--- config.mk ---
export PLATFORM = sky130hd
export DESIGN_NAME = indirect_addresser
export DESIGN_NICKNAME = d
export VERILOG_FILES = /design/src/logic/indirect_pkg.sv /design/src/logic/port_decode_if.sv /design/src/logic/indirect_addresser.sv /design/src/logic/port_decoder.sv
export VERILOG_INCLUDE_DIRS = /design/src /design/src/logic
export SDC_FILE = /design/constraint.sdc
export NUM_CORES = 1
export LEC_CHECK = 0
export ABC_AREA = 1
export BUFFER_PORTS_ARGS = -buffer_cell sky130_fd_sc_hd__buf_4
export CORE_UTILIZATION = 30
export CTS_CLUSTER_SIZE = 12
export DETAILED_ROUTE_END_ITERATION = 10
export GPL_TIMING_DRIVEN = 0
export PLACE_DENSITY = 0.56
export REMOVE_ABC_BUFFERS = 1
export SLEW_MARGIN = 20
export SYNTH_ARGS = -nofsm -noshare
export SYNTH_HDL_FRONTEND = slang
export SYNTH_SLANG_ARGS = --single-unit
--- constraint.sdc ---
create_clock -name clock_i -period 16.4 [get_ports clock_i]
set_input_delay 2.46 -clock clock_i [delete_from_list [all_inputs] [get_ports clock_i]]
set_output_delay 2.46 -clock clock_i [all_outputs]
set_load 0.01 [all_outputs]
--- src/logic/indirect_params.svh ---
// Purpose: constants for the indirect data addressing block
// Assumes: 12-bit data space, pointer registers and ports at fixed data addresses
// Notes: addresses are parameters of the core map, defaults arbitrary but plausible
`ifndef INDIRECT_PARAMS_SVH
`define INDIRECT_PARAMS_SVH

`define ADDR_W 12
`define DATA_W 8
`define PTR_COUNT 3
// data address of the first port of pointer 0; ports of pointer n sit 8*n lower
`define PORT_BASE 12'hfef
`define PORT_STRIDE 12'h008
// data address of pointer 0 low byte; high byte follows; pointer n sits 8*n lower
`define PTR_LOW_BASE 12'hfe9
`define PTR_STRIDE 12'h008
`define PTR_RESET 8'h00
`define READ_ZERO 8'h00

`endif

--- src/logic/indirect_pkg.sv ---
// Purpose: types for the indirect data addressing block
// Assumes: constants come from indirect_params.svh
// Notes: none
package indirect_pkg;
    // update mode chosen by which virtual port is named
    typedef enum logic [4:0] {
        MODE_PLAIN = 5'h01,
        MODE_POSTDEC = 5'h02,
        MODE_POSTINC = 5'h04,
        MODE_PREINC = 5'h08,
        MODE_INDEXED = 5'h10
    } port_mode_t;
endpackage

--- src/logic/port_decode_if.sv ---
// Purpose: carries a decoded operand address between decoder and addresser
// Assumes: one operand per instruction cycle
// Notes: none
`timescale 1ns/10ps
`default_nettype none
interface port_decode_if;
    logic [11:0] addr;
    logic hit;
    logic [1:0] ptr_sel;
    indirect_pkg::port_mode_t mode;
    logic hit_ptr_reg;
    logic [1:0] reg_ptr;
    logic reg_high;
    modport decoder (input addr, output hit, ptr_sel, mode, hit_ptr_reg, reg_ptr, reg_high);
    modport user (output addr, input hit, ptr_sel, mode, hit_ptr_reg, reg_ptr, reg_high);
endinterface
`default_nettype wire

--- src/logic/indirect_addresser.sv ---
// Purpose: effective address generation for indirect data memory access
// Assumes: datapath gives one operand access per cycle, memory answers same cycle
// Notes: registered outputs; memory request issued the cycle after the operand
//
// How it works
// - three pointers, each high and low byte
// - pointer gives 12-bit effective address
// - virtual ports redirect to pointed location
// - plain port leaves pointer unchanged
// - post-decrement uses value then decrements
// - post-increment uses value then increments
// - pre-increment increments then uses value
// - indexed adds signed working register, no change
// - updates carry across all twelve bits
// - updates leave status flags alone
// - read of port indirectly returns zero, sets Z
// - write of port indirectly is no-operation
// - indirect write to pointer byte suppresses update
`include "indirect_params.svh"
`timescale 1ns/10ps
`default_nettype none
module indirect_addresser (
    // clock and reset
    input wire logic clock_i,
    input wire logic reset_i,
    // operand from the datapath
    input wire logic op_valid_i,
    input wire logic op_write_i,
    input wire logic [11:0] op_addr_i,
    input wire logic [7:0] op_wdata_i,
    input wire logic [7:0] working_register_i,
    // data memory side
    input wire logic [7:0] mem_rdata_i,
    output logic mem_valid_o,
    output logic mem_write_o,
    output logic [11:0] mem_addr_o,
    output logic [7:0] mem_wdata_o,
    // result to the datapath
    output logic rd_valid_o,
    output logic [7:0] rd_data_o,
    output logic zero_set_o,
    output logic flags_hold_o,
    // pointer values for observation
    output logic [35:0] pointers_o
);
    import indirect_pkg::*;

    // ****************************************************************
    // state
    // ****************************************************************
    typedef struct packed {
        logic [2:0][7:0] ptr_high;
        logic [2:0][7:0] ptr_low;
        logic mem_valid;
        logic mem_write;
        logic [11:0] mem_addr;
        logic [7:0] mem_wdata;
        logic rd_valid;
        logic [7:0] rd_data;
        logic zero_set;
        logic flags_hold;
    } state_t;

    state_t state_reg;
    state_t state_next;

    port_decode_if op_dec ();
    port_decode_if tgt_dec ();

    logic [11:0] cur_ptr;
    logic [11:0] inc_ptr;
    logic [11:0] dec_ptr;
    logic [11:0] eff_addr;
    logic [11:0] new_ptr;
    logic update;

    // ****************************************************************
    // operand classes
    // ****************************************************************
    // operand names a virtual port
    logic port_named;
    // pointer points at a virtual port
    logic target_port;
    // indirect write lands on a pointer byte
    logic target_ptr_write;
    // indirect access goes on to data memory
    logic target_memory;
    // operand names a pointer byte directly
    logic direct_ptr_write;
    logic direct_ptr_read;
    // operand is a plain data address
    logic plain_memory;
    // update of the accessing pointer is dropped
    logic suppress_update;
    // pointer byte named directly, for reads
    logic [7:0] ptr_byte_read;

    function automatic logic [11:0] ptr_value(input logic [7:0] high, input logic [7:0] low);
        ptr_value = {high[3:0], low};
    endfunction

    // one byte of one pointer, high or low
    function automatic logic [7:0] ptr_byte(input state_t s, input logic [1:0] n,
        input logic high);
        if (high) begin
            ptr_byte = s.ptr_high[n];
        end else begin
            ptr_byte = s.ptr_low[n];
        end
    endfunction

    port_decoder op_decoder (
        .dec(op_dec)
    );

    port_decoder tgt_decoder (
        .dec(tgt_dec)
    );

    assign op_dec.addr = op_addr_i;
    assign tgt_dec.addr = eff_addr;

    // ****************************************************************
    // address generation
    // ****************************************************************
    always_comb begin
        cur_ptr = ptr_value(state_reg.ptr_high[op_dec.ptr_sel],
            state_reg.ptr_low[op_dec.ptr_sel]);
        inc_ptr = cur_ptr + 12'h001;
        dec_ptr = cur_ptr - 12'h001;
        eff_addr = cur_ptr;
        new_ptr = cur_ptr;
        update = 1'b0;
        unique case (op_dec.mode)
            MODE_PLAIN: begin
                update = 1'b0;
            end
            MODE_POSTDEC: begin
                new_ptr = dec_ptr;
                update = 1'b1;
            end
            MODE_POSTINC: begin
                new_ptr = inc_ptr;
                update = 1'b1;
            end
            MODE_PREINC: begin
                eff_addr = inc_ptr;
                new_ptr = inc_ptr;
                update = 1'b1;
            end
            MODE_INDEXED: begin
                eff_addr = cur_ptr + {{4{working_register_i[7]}}, working_register_i};
            end
        endcase
    end

    // ****************************************************************
    // classification
    // ****************************************************************
    always_comb begin
        port_named = op_valid_i && op_dec.hit;
        target_port = port_named && tgt_dec.hit;
        target_ptr_write = port_named && !tgt_dec.hit && tgt_dec.hit_ptr_reg && op_write_i;
        target_memory = port_named && !tgt_dec.hit && !target_ptr_write;
        direct_ptr_write = op_valid_i && !op_dec.hit && op_dec.hit_ptr_reg && op_write_i;
        direct_ptr_read = op_valid_i && !op_dec.hit && op_dec.hit_ptr_reg && !op_write_i;
        plain_memory = op_valid_i && !op_dec.hit && !op_dec.hit_ptr_reg;
        // a write into a pointer byte wins over the automatic update
        suppress_update = target_ptr_write;
        ptr_byte_read = ptr_byte(state_reg, op_dec.reg_ptr, op_dec.reg_high);
    end

    // ****************************************************************
    // next state
    // ****************************************************************
    always_comb begin
        state_next = state_reg;
        state_next.mem_valid = 1'b0;
        state_next.mem_write = 1'b0;
        state_next.rd_valid = 1'b0;
        state_next.zero_set = 1'b0;
        state_next.flags_hold = 1'b0;
        // pointer points back at a port: zero read or silent write
        if (target_port) begin
            state_next.mem_addr = eff_addr;
            if (!op_write_i) begin
                state_next.rd_valid = 1'b1;
                state_next.rd_data = `READ_ZERO;
                state_next.zero_set = 1'b1;
            end else begin
                state_next.flags_hold = 1'b1;
            end
        end

        // pointer points at a pointer byte and the access writes it
        if (target_ptr_write) begin
            state_next.mem_addr = eff_addr;
            if (tgt_dec.reg_high) begin
                state_next.ptr_high[tgt_dec.reg_ptr] = op_wdata_i;
            end else begin
                state_next.ptr_low[tgt_dec.reg_ptr] = op_wdata_i;
            end
            state_next.flags_hold = 1'b1;
        end

        // pointer points at ordinary data, or the access reads a pointer byte
        if (target_memory) begin
            state_next.mem_addr = eff_addr;
            state_next.mem_valid = 1'b1;
            state_next.mem_write = op_write_i;
            state_next.mem_wdata = op_wdata_i;
        end

        // automatic update of the accessing pointer
        if (port_named && update && !suppress_update) begin
            state_next.ptr_high[op_dec.ptr_sel] = {4'h0, new_ptr[11:8]};
            state_next.ptr_low[op_dec.ptr_sel] = new_ptr[7:0];
        end

        // pointer bytes named directly
        if (direct_ptr_write) begin
            if (op_dec.reg_high) begin
                state_next.ptr_high[op_dec.reg_ptr] = op_wdata_i;
            end else begin
                state_next.ptr_low[op_dec.reg_ptr] = op_wdata_i;
            end
        end
        if (direct_ptr_read) begin
            state_next.rd_valid = 1'b1;
            state_next.rd_data = ptr_byte_read;
        end

        // plain data address passes straight through
        if (plain_memory) begin
            state_next.mem_valid = 1'b1;
            state_next.mem_write = op_write_i;
            state_next.mem_addr = op_addr_i;
            state_next.mem_wdata = op_wdata_i;
        end

        // memory read data returns one cycle after the request
        if (state_reg.mem_valid && !state_reg.mem_write) begin
            state_next.rd_valid = 1'b1;
            state_next.rd_data = mem_rdata_i;
        end
    end

    // ****************************************************************
    // registers
    // ****************************************************************
    always_ff @(posedge clock_i) begin
        if (reset_i) begin
            state_reg <= '0;
        end else begin
            state_reg <= state_next;
        end
    end

    assign mem_valid_o = state_reg.mem_valid;
    assign mem_write_o = state_reg.mem_write;
    assign mem_addr_o = state_reg.mem_addr;
    assign mem_wdata_o = state_reg.mem_wdata;
    assign rd_valid_o = state_reg.rd_valid;
    assign rd_data_o = state_reg.rd_data;
    assign zero_set_o = state_reg.zero_set;
    assign flags_hold_o = state_reg.flags_hold;

    generate
        for (genvar n = 0; n < 3; n++) begin : g_ptr_out
            assign pointers_o[n*12 +: 12] = ptr_value(state_reg.ptr_high[n],
                state_reg.ptr_low[n]);
        end
    endgenerate
endmodule // indirect_addresser
`default_nettype wire

--- src/logic/port_decoder.sv ---
// Purpose: classifies a data address as virtual port, pointer byte or plain memory
// Assumes: address map from indirect_params.svh
// Notes: purely combinational
`include "indirect_params.svh"
`timescale 1ns/10ps
`default_nettype none
module port_decoder (
    port_decode_if.decoder dec
);
    import indirect_pkg::*;

    logic [11:0] off;
    logic [11:0] roff;

    always_comb begin
        dec.hit = 1'b0;
        dec.ptr_sel = 2'd0;
        dec.mode = MODE_PLAIN;
        dec.hit_ptr_reg = 1'b0;
        dec.reg_ptr = 2'd0;
        dec.reg_high = 1'b0;
        off = 12'h000;
        roff = 12'h000;
        for (int n = 0; n < `PTR_COUNT; n++) begin
            off = `PORT_BASE - dec.addr - 12'(n * `PORT_STRIDE);
            if (off < 12'h005) begin
                dec.hit = 1'b1;
                dec.ptr_sel = 2'(n);
                unique case (off[2:0])
                    3'd0: dec.mode = MODE_PLAIN;
                    3'd1: dec.mode = MODE_POSTDEC;
                    3'd2: dec.mode = MODE_POSTINC;
                    3'd3: dec.mode = MODE_PREINC;
                    default: dec.mode = MODE_INDEXED;
                endcase
            end
            roff = dec.addr - `PTR_LOW_BASE + 12'(n * `PTR_STRIDE);
            if (roff < 12'h002) begin
                dec.hit_ptr_reg = 1'b1;
                dec.reg_ptr = 2'(n);
                dec.reg_high = roff[0];
            end
        end
    end
endmodule // port_decoder
`default_nettype wire

After elaboration in Yosys (flattened, before gate mapping)
Index checks and enable logic that the tools add are counted.
{"block": "totals", "register_bits": 81, "out_inout_bits": 69, "word_cells": 166, "input_bits": 40}
{"block": "op_classes", "eq_ne": 14, "bitwise_logic": 1, "mux": 71, "reduce_logical": 33, "add_sub_neg": 15, "n_lt_le_gt_ge": 18}
{"cell": "$bwmux 24", "count": 6}
{"cell": "$mux 48", "count": 3}
{"cell": "$mux 24", "count": 4}
{"cell": "$lt 12x2->1 const B", "count": 6}
{"cell": "$lt 12x3->1 const B", "count": 6}
{"cell": "$bmux 8 s2", "count": 4}
{"cell": "$pmux 5 s4", "count": 3}
{"cell": "$mux 8", "count": 7}
{"cell": "$demux 8 s2", "count": 3}
{"cell": "$pmux 12 s2", "count": 2}
{"cell": "$mux 22", "count": 2}
{"cell": "$add 12x4->12 const B", "count": 2}
{"cell": "$add 12x5->12 const B", "count": 2}
{"cell": "$mux 1", "count": 24}
{"cell": "$mux 12", "count": 2}
{"cell": "$sub 12x12->12 const A", "count": 2}
{"cell": "$sub 12x12->12 const B", "count": 2}
{"cell": "$sub 12x4->12 const B", "count": 2}
{"cell": "$sub 12x5->12 const B", "count": 2}
{"cell": "$eq 3x2->1 const B", "count": 6}
{"cell": "$mux 9", "count": 2}
{"cell": "$logic_and 1x1->1", "count": 17}
{"cell": "$mux 5", "count": 3}
{"cell": "$add 12x1->12 const B", "count": 1}
{"cell": "other kinds (23)", "count": 39}

Depth between registers and ports, before layout
{"block": "logic_depth", "ltp_word": 26, "depth_mapped": 48, "depth_no_buf": 45}

Cells and area by module
From an unflattened synthesis, not the netlist that was laid out.
{"block": "unflattened", "hier_cells": 1396, "area_unflattened_um2": 8615.8}
{"mod": "indirect_addresser", "area_each_um2": 6358.6, "instances": 1, "cells_per_inst": 992, "seq_area_each_um2": 1621.6}
{"mod": "port_decoder", "area_each_um2": 1128.6, "instances": 2, "cells_per_inst": 202, "seq_area_each_um2": 0.0}

Least setup slack after synthesis
No wires, ideal clock.
{"block": "synth_timing", "path_type": "input -> register", "startpoint": "input op_addr_i[4]", "endpoint": "register state_reg, in the netlist pointers_o[8]", "setup_time_ns": 0.129, "required_time_ns": 16.271, "path_slack_ns": 9.021, "n_path_buf": 2, "arrival_time_ns": 7.250, "cell_stages": 40, "path_cell_list": "inv_2 -> ha_1 -> inv_1 -> nand2_1 -> nand2_1 -> nor2_1 -> nand3_1 -> nor2_1 -> nand2_1 -> nor2_4 -> nand2_1 -> nand3_2 -> inv_2 -> ha_1 -> a21oi_1 -> o21ai_0 -> a21oi_1 -> nor2_1 -> [... 4 more ...] -> a21boi_1 -> inv_1 -> nand2_1 -> nand2_1 -> nor2_1 -> nand2_1 -> nand3_1 -> nand2_1 -> nand2_1 -> nand3_4 -> nor2_8 -> nand2_4 -> buf_12 -> nand3_4 -> buf_6 -> nand3_2 -> nand2_1 -> a21oi_1"}
{"block": "synth_via", "elab_chain_len": 26, "elab_cells_between_ends": 102, "classes_between": "15 x add/sub; 18 x order compare; 4 x eq/ne; 48 x mux; 17 x reduce/logical"}
{"element": "start: declaration", "line": "indirect_addresser.sv:29", "source": "input wire logic [11:0] op_addr_i,"}
{"element": "$sub 12x12->12 (no source line)"}
{"element": "$sub 12x4->12 (no source line)"}
{"element": "$lt 12x3->1", "line": "port_decoder.sv:26", "source": "if (off < 12'h005) begin"}
{"element": "$mux 1", "line": "port_decoder.sv:26"}
{"element": "$mux 2", "line": "port_decoder.sv:26"}
{"element": "$bmux 8 s2 (on tied branches)", "line": "indirect_addresser.sv:128, indirect_addresser.sv:127"}
{"element": "$mux 8 (not written as such) or $mux 4 (tied branches)", "line": "indirect_addresser.sv:128, indirect_addresser.sv:127"}
{"element": "$add 12x12->12 or $add 12x1->12 (tied branches)", "line": "indirect_addresser.sv:152, indirect_addresser.sv:129"}
{"element": "[... 10 more ...]"}
{"element": "$bwmux 24", "line": "indirect_addresser.sv:199", "source": "state_next.ptr_high[tgt_dec.reg_ptr] = op_wdata_i;"}
{"element": "$mux 24", "line": "indirect_addresser.sv:198", "source": "if (tgt_dec.reg_high) begin"}
{"element": "$mux 48", "line": "indirect_addresser.sv:196", "source": "if (target_ptr_write) begin"}
{"element": "$bwmux 24", "line": "indirect_addresser.sv:216", "source": "state_next.ptr_high[op_dec.ptr_sel] = {4'h0, new_ptr[11:8]};"}
{"element": "$mux 48", "line": "indirect_addresser.sv:215", "source": "if (port_named && update && !suppress_update) begin"}
{"element": "$bwmux 24", "line": "indirect_addresser.sv:223", "source": "state_next.ptr_high[op_dec.reg_ptr] = op_wdata_i;"}
{"element": "$mux 24", "line": "indirect_addresser.sv:222", "source": "if (op_dec.reg_high) begin"}
{"element": "$mux 48 (*)", "line": "indirect_addresser.sv:221", "source": "if (direct_ptr_write) begin"}
{"element": "end signal: assignment", "line": "indirect_addresser.sv:255", "source": "state_reg <= state_next;"}
{"element": "end: declaration", "line": "indirect_addresser.sv:64", "source": "state_t state_reg;"}
Every way passes the cells marked *; elsewhere a longest branch is shown, timed or not. The select of a mux whose other input is x is not followed.
A chain may end at the register's enable or synchronous reset.

Final worst setup path
{"block": "layout_timing", "startpoint": "input op_addr_i[4]", "endpoint": "register state_reg, in the netlist pointers_o[17]"}
{"block": "layout_via", "elab_chain_len": 26, "elab_cells_between_ends": 102, "classes_between": "15 x add/sub; 18 x order compare; 4 x eq/ne; 48 x mux; 17 x reduce/logical"}
{"element": "$sub 12x12->12 (no source line)"}
{"element": "$sub 12x4->12 (no source line)"}
{"element": "$lt 12x3->1", "line": "port_decoder.sv:26"}
{"element": "$mux 1", "line": "port_decoder.sv:26"}
{"element": "$mux 2", "line": "port_decoder.sv:26"}
{"element": "$bmux 8 s2 (on tied branches)", "line": "indirect_addresser.sv:128, indirect_addresser.sv:127"}
{"element": "$mux 8 (not written as such) or $mux 4 (tied branches)", "line": "indirect_addresser.sv:128, indirect_addresser.sv:127"}
{"element": "$add 12x12->12 or $add 12x1->12 (tied branches)", "line": "indirect_addresser.sv:152, indirect_addresser.sv:129"}
{"element": "[... 10 more ...]"}
{"element": "$bwmux 24", "line": "indirect_addresser.sv:201", "source": "state_next.ptr_low[tgt_dec.reg_ptr] = op_wdata_i;"}
{"element": "$mux 24", "line": "indirect_addresser.sv:198"}
{"element": "$mux 48", "line": "indirect_addresser.sv:196"}
{"element": "$bwmux 24", "line": "indirect_addresser.sv:217", "source": "state_next.ptr_low[op_dec.ptr_sel] = new_ptr[7:0];"}
{"element": "$mux 48", "line": "indirect_addresser.sv:215"}
{"element": "$bwmux 24", "line": "indirect_addresser.sv:225", "source": "state_next.ptr_low[op_dec.reg_ptr] = op_wdata_i;"}
{"element": "$mux 24", "line": "indirect_addresser.sv:222"}
{"element": "$mux 48 (*)", "line": "indirect_addresser.sv:221"}
Marks and branches as above.

==> reports/metrics.csv <==
metric,value,unit
Pint,337,uW
Post-synth EDFFs,0,
Post-Syn Instances,1576,
via count,10300,
dpl cell area,9900,um2
Yosys top cell by area,nand2_1,
crit-path max FO,29,
CTS root buffer,clkbuf_16,
run status,finished with violations,
clock skew,0.0167,ns
crit path max-delay cell type,a21boi_1,
"top cells by area, synth","nand2_1 (19%), dfxtp_1 (17%), nand3_1 (7.8%)",
CTS tree,done,
placed instance count,1968,
first-pass GRT wire length,52800,um
max reg flops,36,
clock sinks,81,
Iter 0 DRT Violations,949,
reg2reg end,pointers_o[17]$_SDFF_PP0_,
sequential area share after synthesis,17.2,%
post-synth cell types,53,
Peak supply drop,0.0338,mV
syn avg cell area,5.98,um2
Mapped Area,9420,um2
post-CTS sizing,0,
Vias/cell,5.21,
final wirelength,34300,um
Levels on crit path,40,
delay of the slowest critical-path stage,0.65,ns
clk slew on worst S/H paths,0.07,ns
final setup fails,0,
total CTS buffers,9,
Ys Warns,0,
CP Capture Type,flip-flop,
IO Count,109,
Non-Filler Instances,1984,
clock network power share,42.5,%
crit share post-route,55.4,%
failing checks,design-rule violations,
Detailed Place HPWL,26900,um
number of hold buffers added after CTS,0,
crit path to,pointers_o[17]$_SDFF_PP0_,
Synth top area share,18.8,%
drt pass-1 iters,11,
Startpoint Class,input port,
Core Area,30700,um2
antenna violations before repair,0,
Die X,179,um
hold crit path type,reg2reg,
final RePlAce weighted congestion,0.923,
post-route setup slack,7.31,ns
Critical Path Start,op_addr_i[4],
worst r2r src,pointers_o[26]$_SDFF_PP0_,
critical path's most frequent cell,nand2_1,
Initial Util,30.6,%
Setup TNS,0,ns
DIE HEIGHT,179,um
wire per inst,17.3,um
most frequent cell after synthesis,nand2_1,
CTS H-tree depth,3,
GRT Overall Usage,21.3,%
Place WS,7.06,ns
Finished Cell Area,10200,um2
RSZ-0062 raised after global routing,no,
PortBufs,108,
"CP delay by family, top",simple AND/OR/NAND/NOR gates,
Switch Pwr,153,uW
Nets,1663,
diodes inserted,0,
GR Overflow Total,0,
Sequential Power Share,41.6,%
top_reg_cell synth,dfxtp_1,
R2R depth,29,
Worst Path Arrival,9.30,ns
required time of the critical path,16.61,ns
Leak,4.81,nW
number of remaining DRC errors,12,
Setup CP Type,in2reg,
row cnt,64,
"Clk Latency, worst-skew pair",0.36,ns
die area,32100,um2
Power Density,48.1,nW/um2
post-layout minimum cycle time,9.09,ns
final hold violation count,0,
relative slew slack,30.3,%
Worst Max-Slew Pin Slew,1.04,ns
FF-to-FF setup slack,10.40,ns
Fmax,110,MHz
top post-synthesis cells by count,"nand2_1 (473), inv_1 (159), nand3_1 (146), nor2_1 (105), a21oi_1 (82)",
combinational power share,15.9,%
Synth Register Bits,81,
"Slew Viols, Final",0,
clock tree buffer depth,2,
antenna-violating nets left,0,
vias in the first global route,9497,
Post-synth ARST share,0,%
total setup buffers inserted after CTS,0,
WP buf/inv,7,
layout cells sized above 1,15.5,%
largest net degree at the start of global routing,57,
sw frac,31.3,%
Max-cap violations,0,
Synth-to-Final Area Change,8.09,%
-- power groups by stage --
| stage | Combinational (mW) | Sequential, mW | Clock (mW) |
|---|---|---|---|
| 2_1_floorplan | 0.0384 | 0.210 | 0 |
| 3_3_place_gp | 0.0764 | 0.209 | 0 |
| 3_5_place_dp | 0.0771 | 0.209 | 0 |
| 4_1_cts | 0.0774 | 0.204 | 0.209 |
| 5_1_grt | 0.0865 | 0.204 | 0.219 |
| 6_report | 0.0778 | 0.204 | 0.208 |
-- placed cells by master (no fill, tap or decap), types with 10 or more instances in the layout --
cell type  count
nand2_1      473
inv_1        159
nand3_1      146
buf_4        108
nor2_1       105
a21oi_1       81
dfxtp_1       81
o21ai_0       62
nand4_1       50
ha_1          39
inv_2         29
nand3_2       25
a31oi_1       21
nand2_2       19
o21ai_1       19
clkinv_1      17
nor3_1        15
nor2_2        14
xor2_1        12
o22ai_1       12
nand3b_1      10
-- worst min-delay path by stage --
stage	startpoint	endpoint	slack, ns	cells after the start
2_1_floorplan	rd_data_o[0]$_SDFFE_PP0P_	rd_data_o[0]$_SDFFE_PP0P_	0.48	2
3_3_place_gp	rd_data_o[7]$_SDFFE_PP0P_	rd_data_o[7]$_SDFFE_PP0P_	0.46	2
3_5_place_dp	rd_data_o[7]$_SDFFE_PP0P_	rd_data_o[7]$_SDFFE_PP0P_	0.46	2
4_1_cts	rd_data_o[7]$_SDFFE_PP0P_	rd_data_o[7]$_SDFFE_PP0P_	0.47	2
5_1_grt	rd_data_o[2]$_SDFFE_PP0P_	rd_data_o[2]$_SDFFE_PP0P_	0.50	2
6_report	rd_data_o[0]$_SDFFE_PP0P_	rd_data_o[0]$_SDFFE_PP0P_	0.47	2
-- cells by family (layout without fill, tap and decap cells) --
family	after synthesis	count (layout)	share of synthesized area [%]
AOI/OAI and AO/OA	228	228	13.7
xor gates and xnor gates	12	12	1.12
adders and majority gates	40	40	5.39
buffers and inverters	317	329	17.1
DFF	81	81	17.2
and+or+nand+nor	898	898	45.5
-- metal layers --
layer	track usage, %	wire length [um]	vias to the layer above
met2	33.8	15300	412
li1	-	-	5113
met5	0	0	-
met1	29.1	15300	4741
met3	3.14	2550	69
met4	7.77	1200	0
-- area by class of cell --
cell class / count / area (um2)
clock inverters: 6 / 48.8
flip-flops and latches: 81 / 1620
inverters: 205 / 769
repair buffers: 108 / 811
multi-input cells: 1178 / 6200
clock buffers: 10 / 239
fillers: 3525 / 20600
well taps: 396 / 495
-- metrics by stage --
| stage | hold slack [ns] | total power [mW] | util [%] |
|---|---|---|---|
| after detailed placement | 0.462 | 0.286 | 32.2 |
| final | 0.472 | 0.490 | 33.1 |
| after CTS | 0.472 | 0.490 | 33.1 |
| after global placement | 0.457 | 0.285 | 32.1 |
| after floorplan | 0.479 | 0.248 | - |
| after global routing | 0.504 | 0.509 | 33.1 |
-- worst min-delay path: stages (launching register included) --
cell	delay, ns
dfxtp_1	0.31
nand2_1	0.06
a21oi_1	0.05
Note: power is estimated with default switching activity, not from simulation.
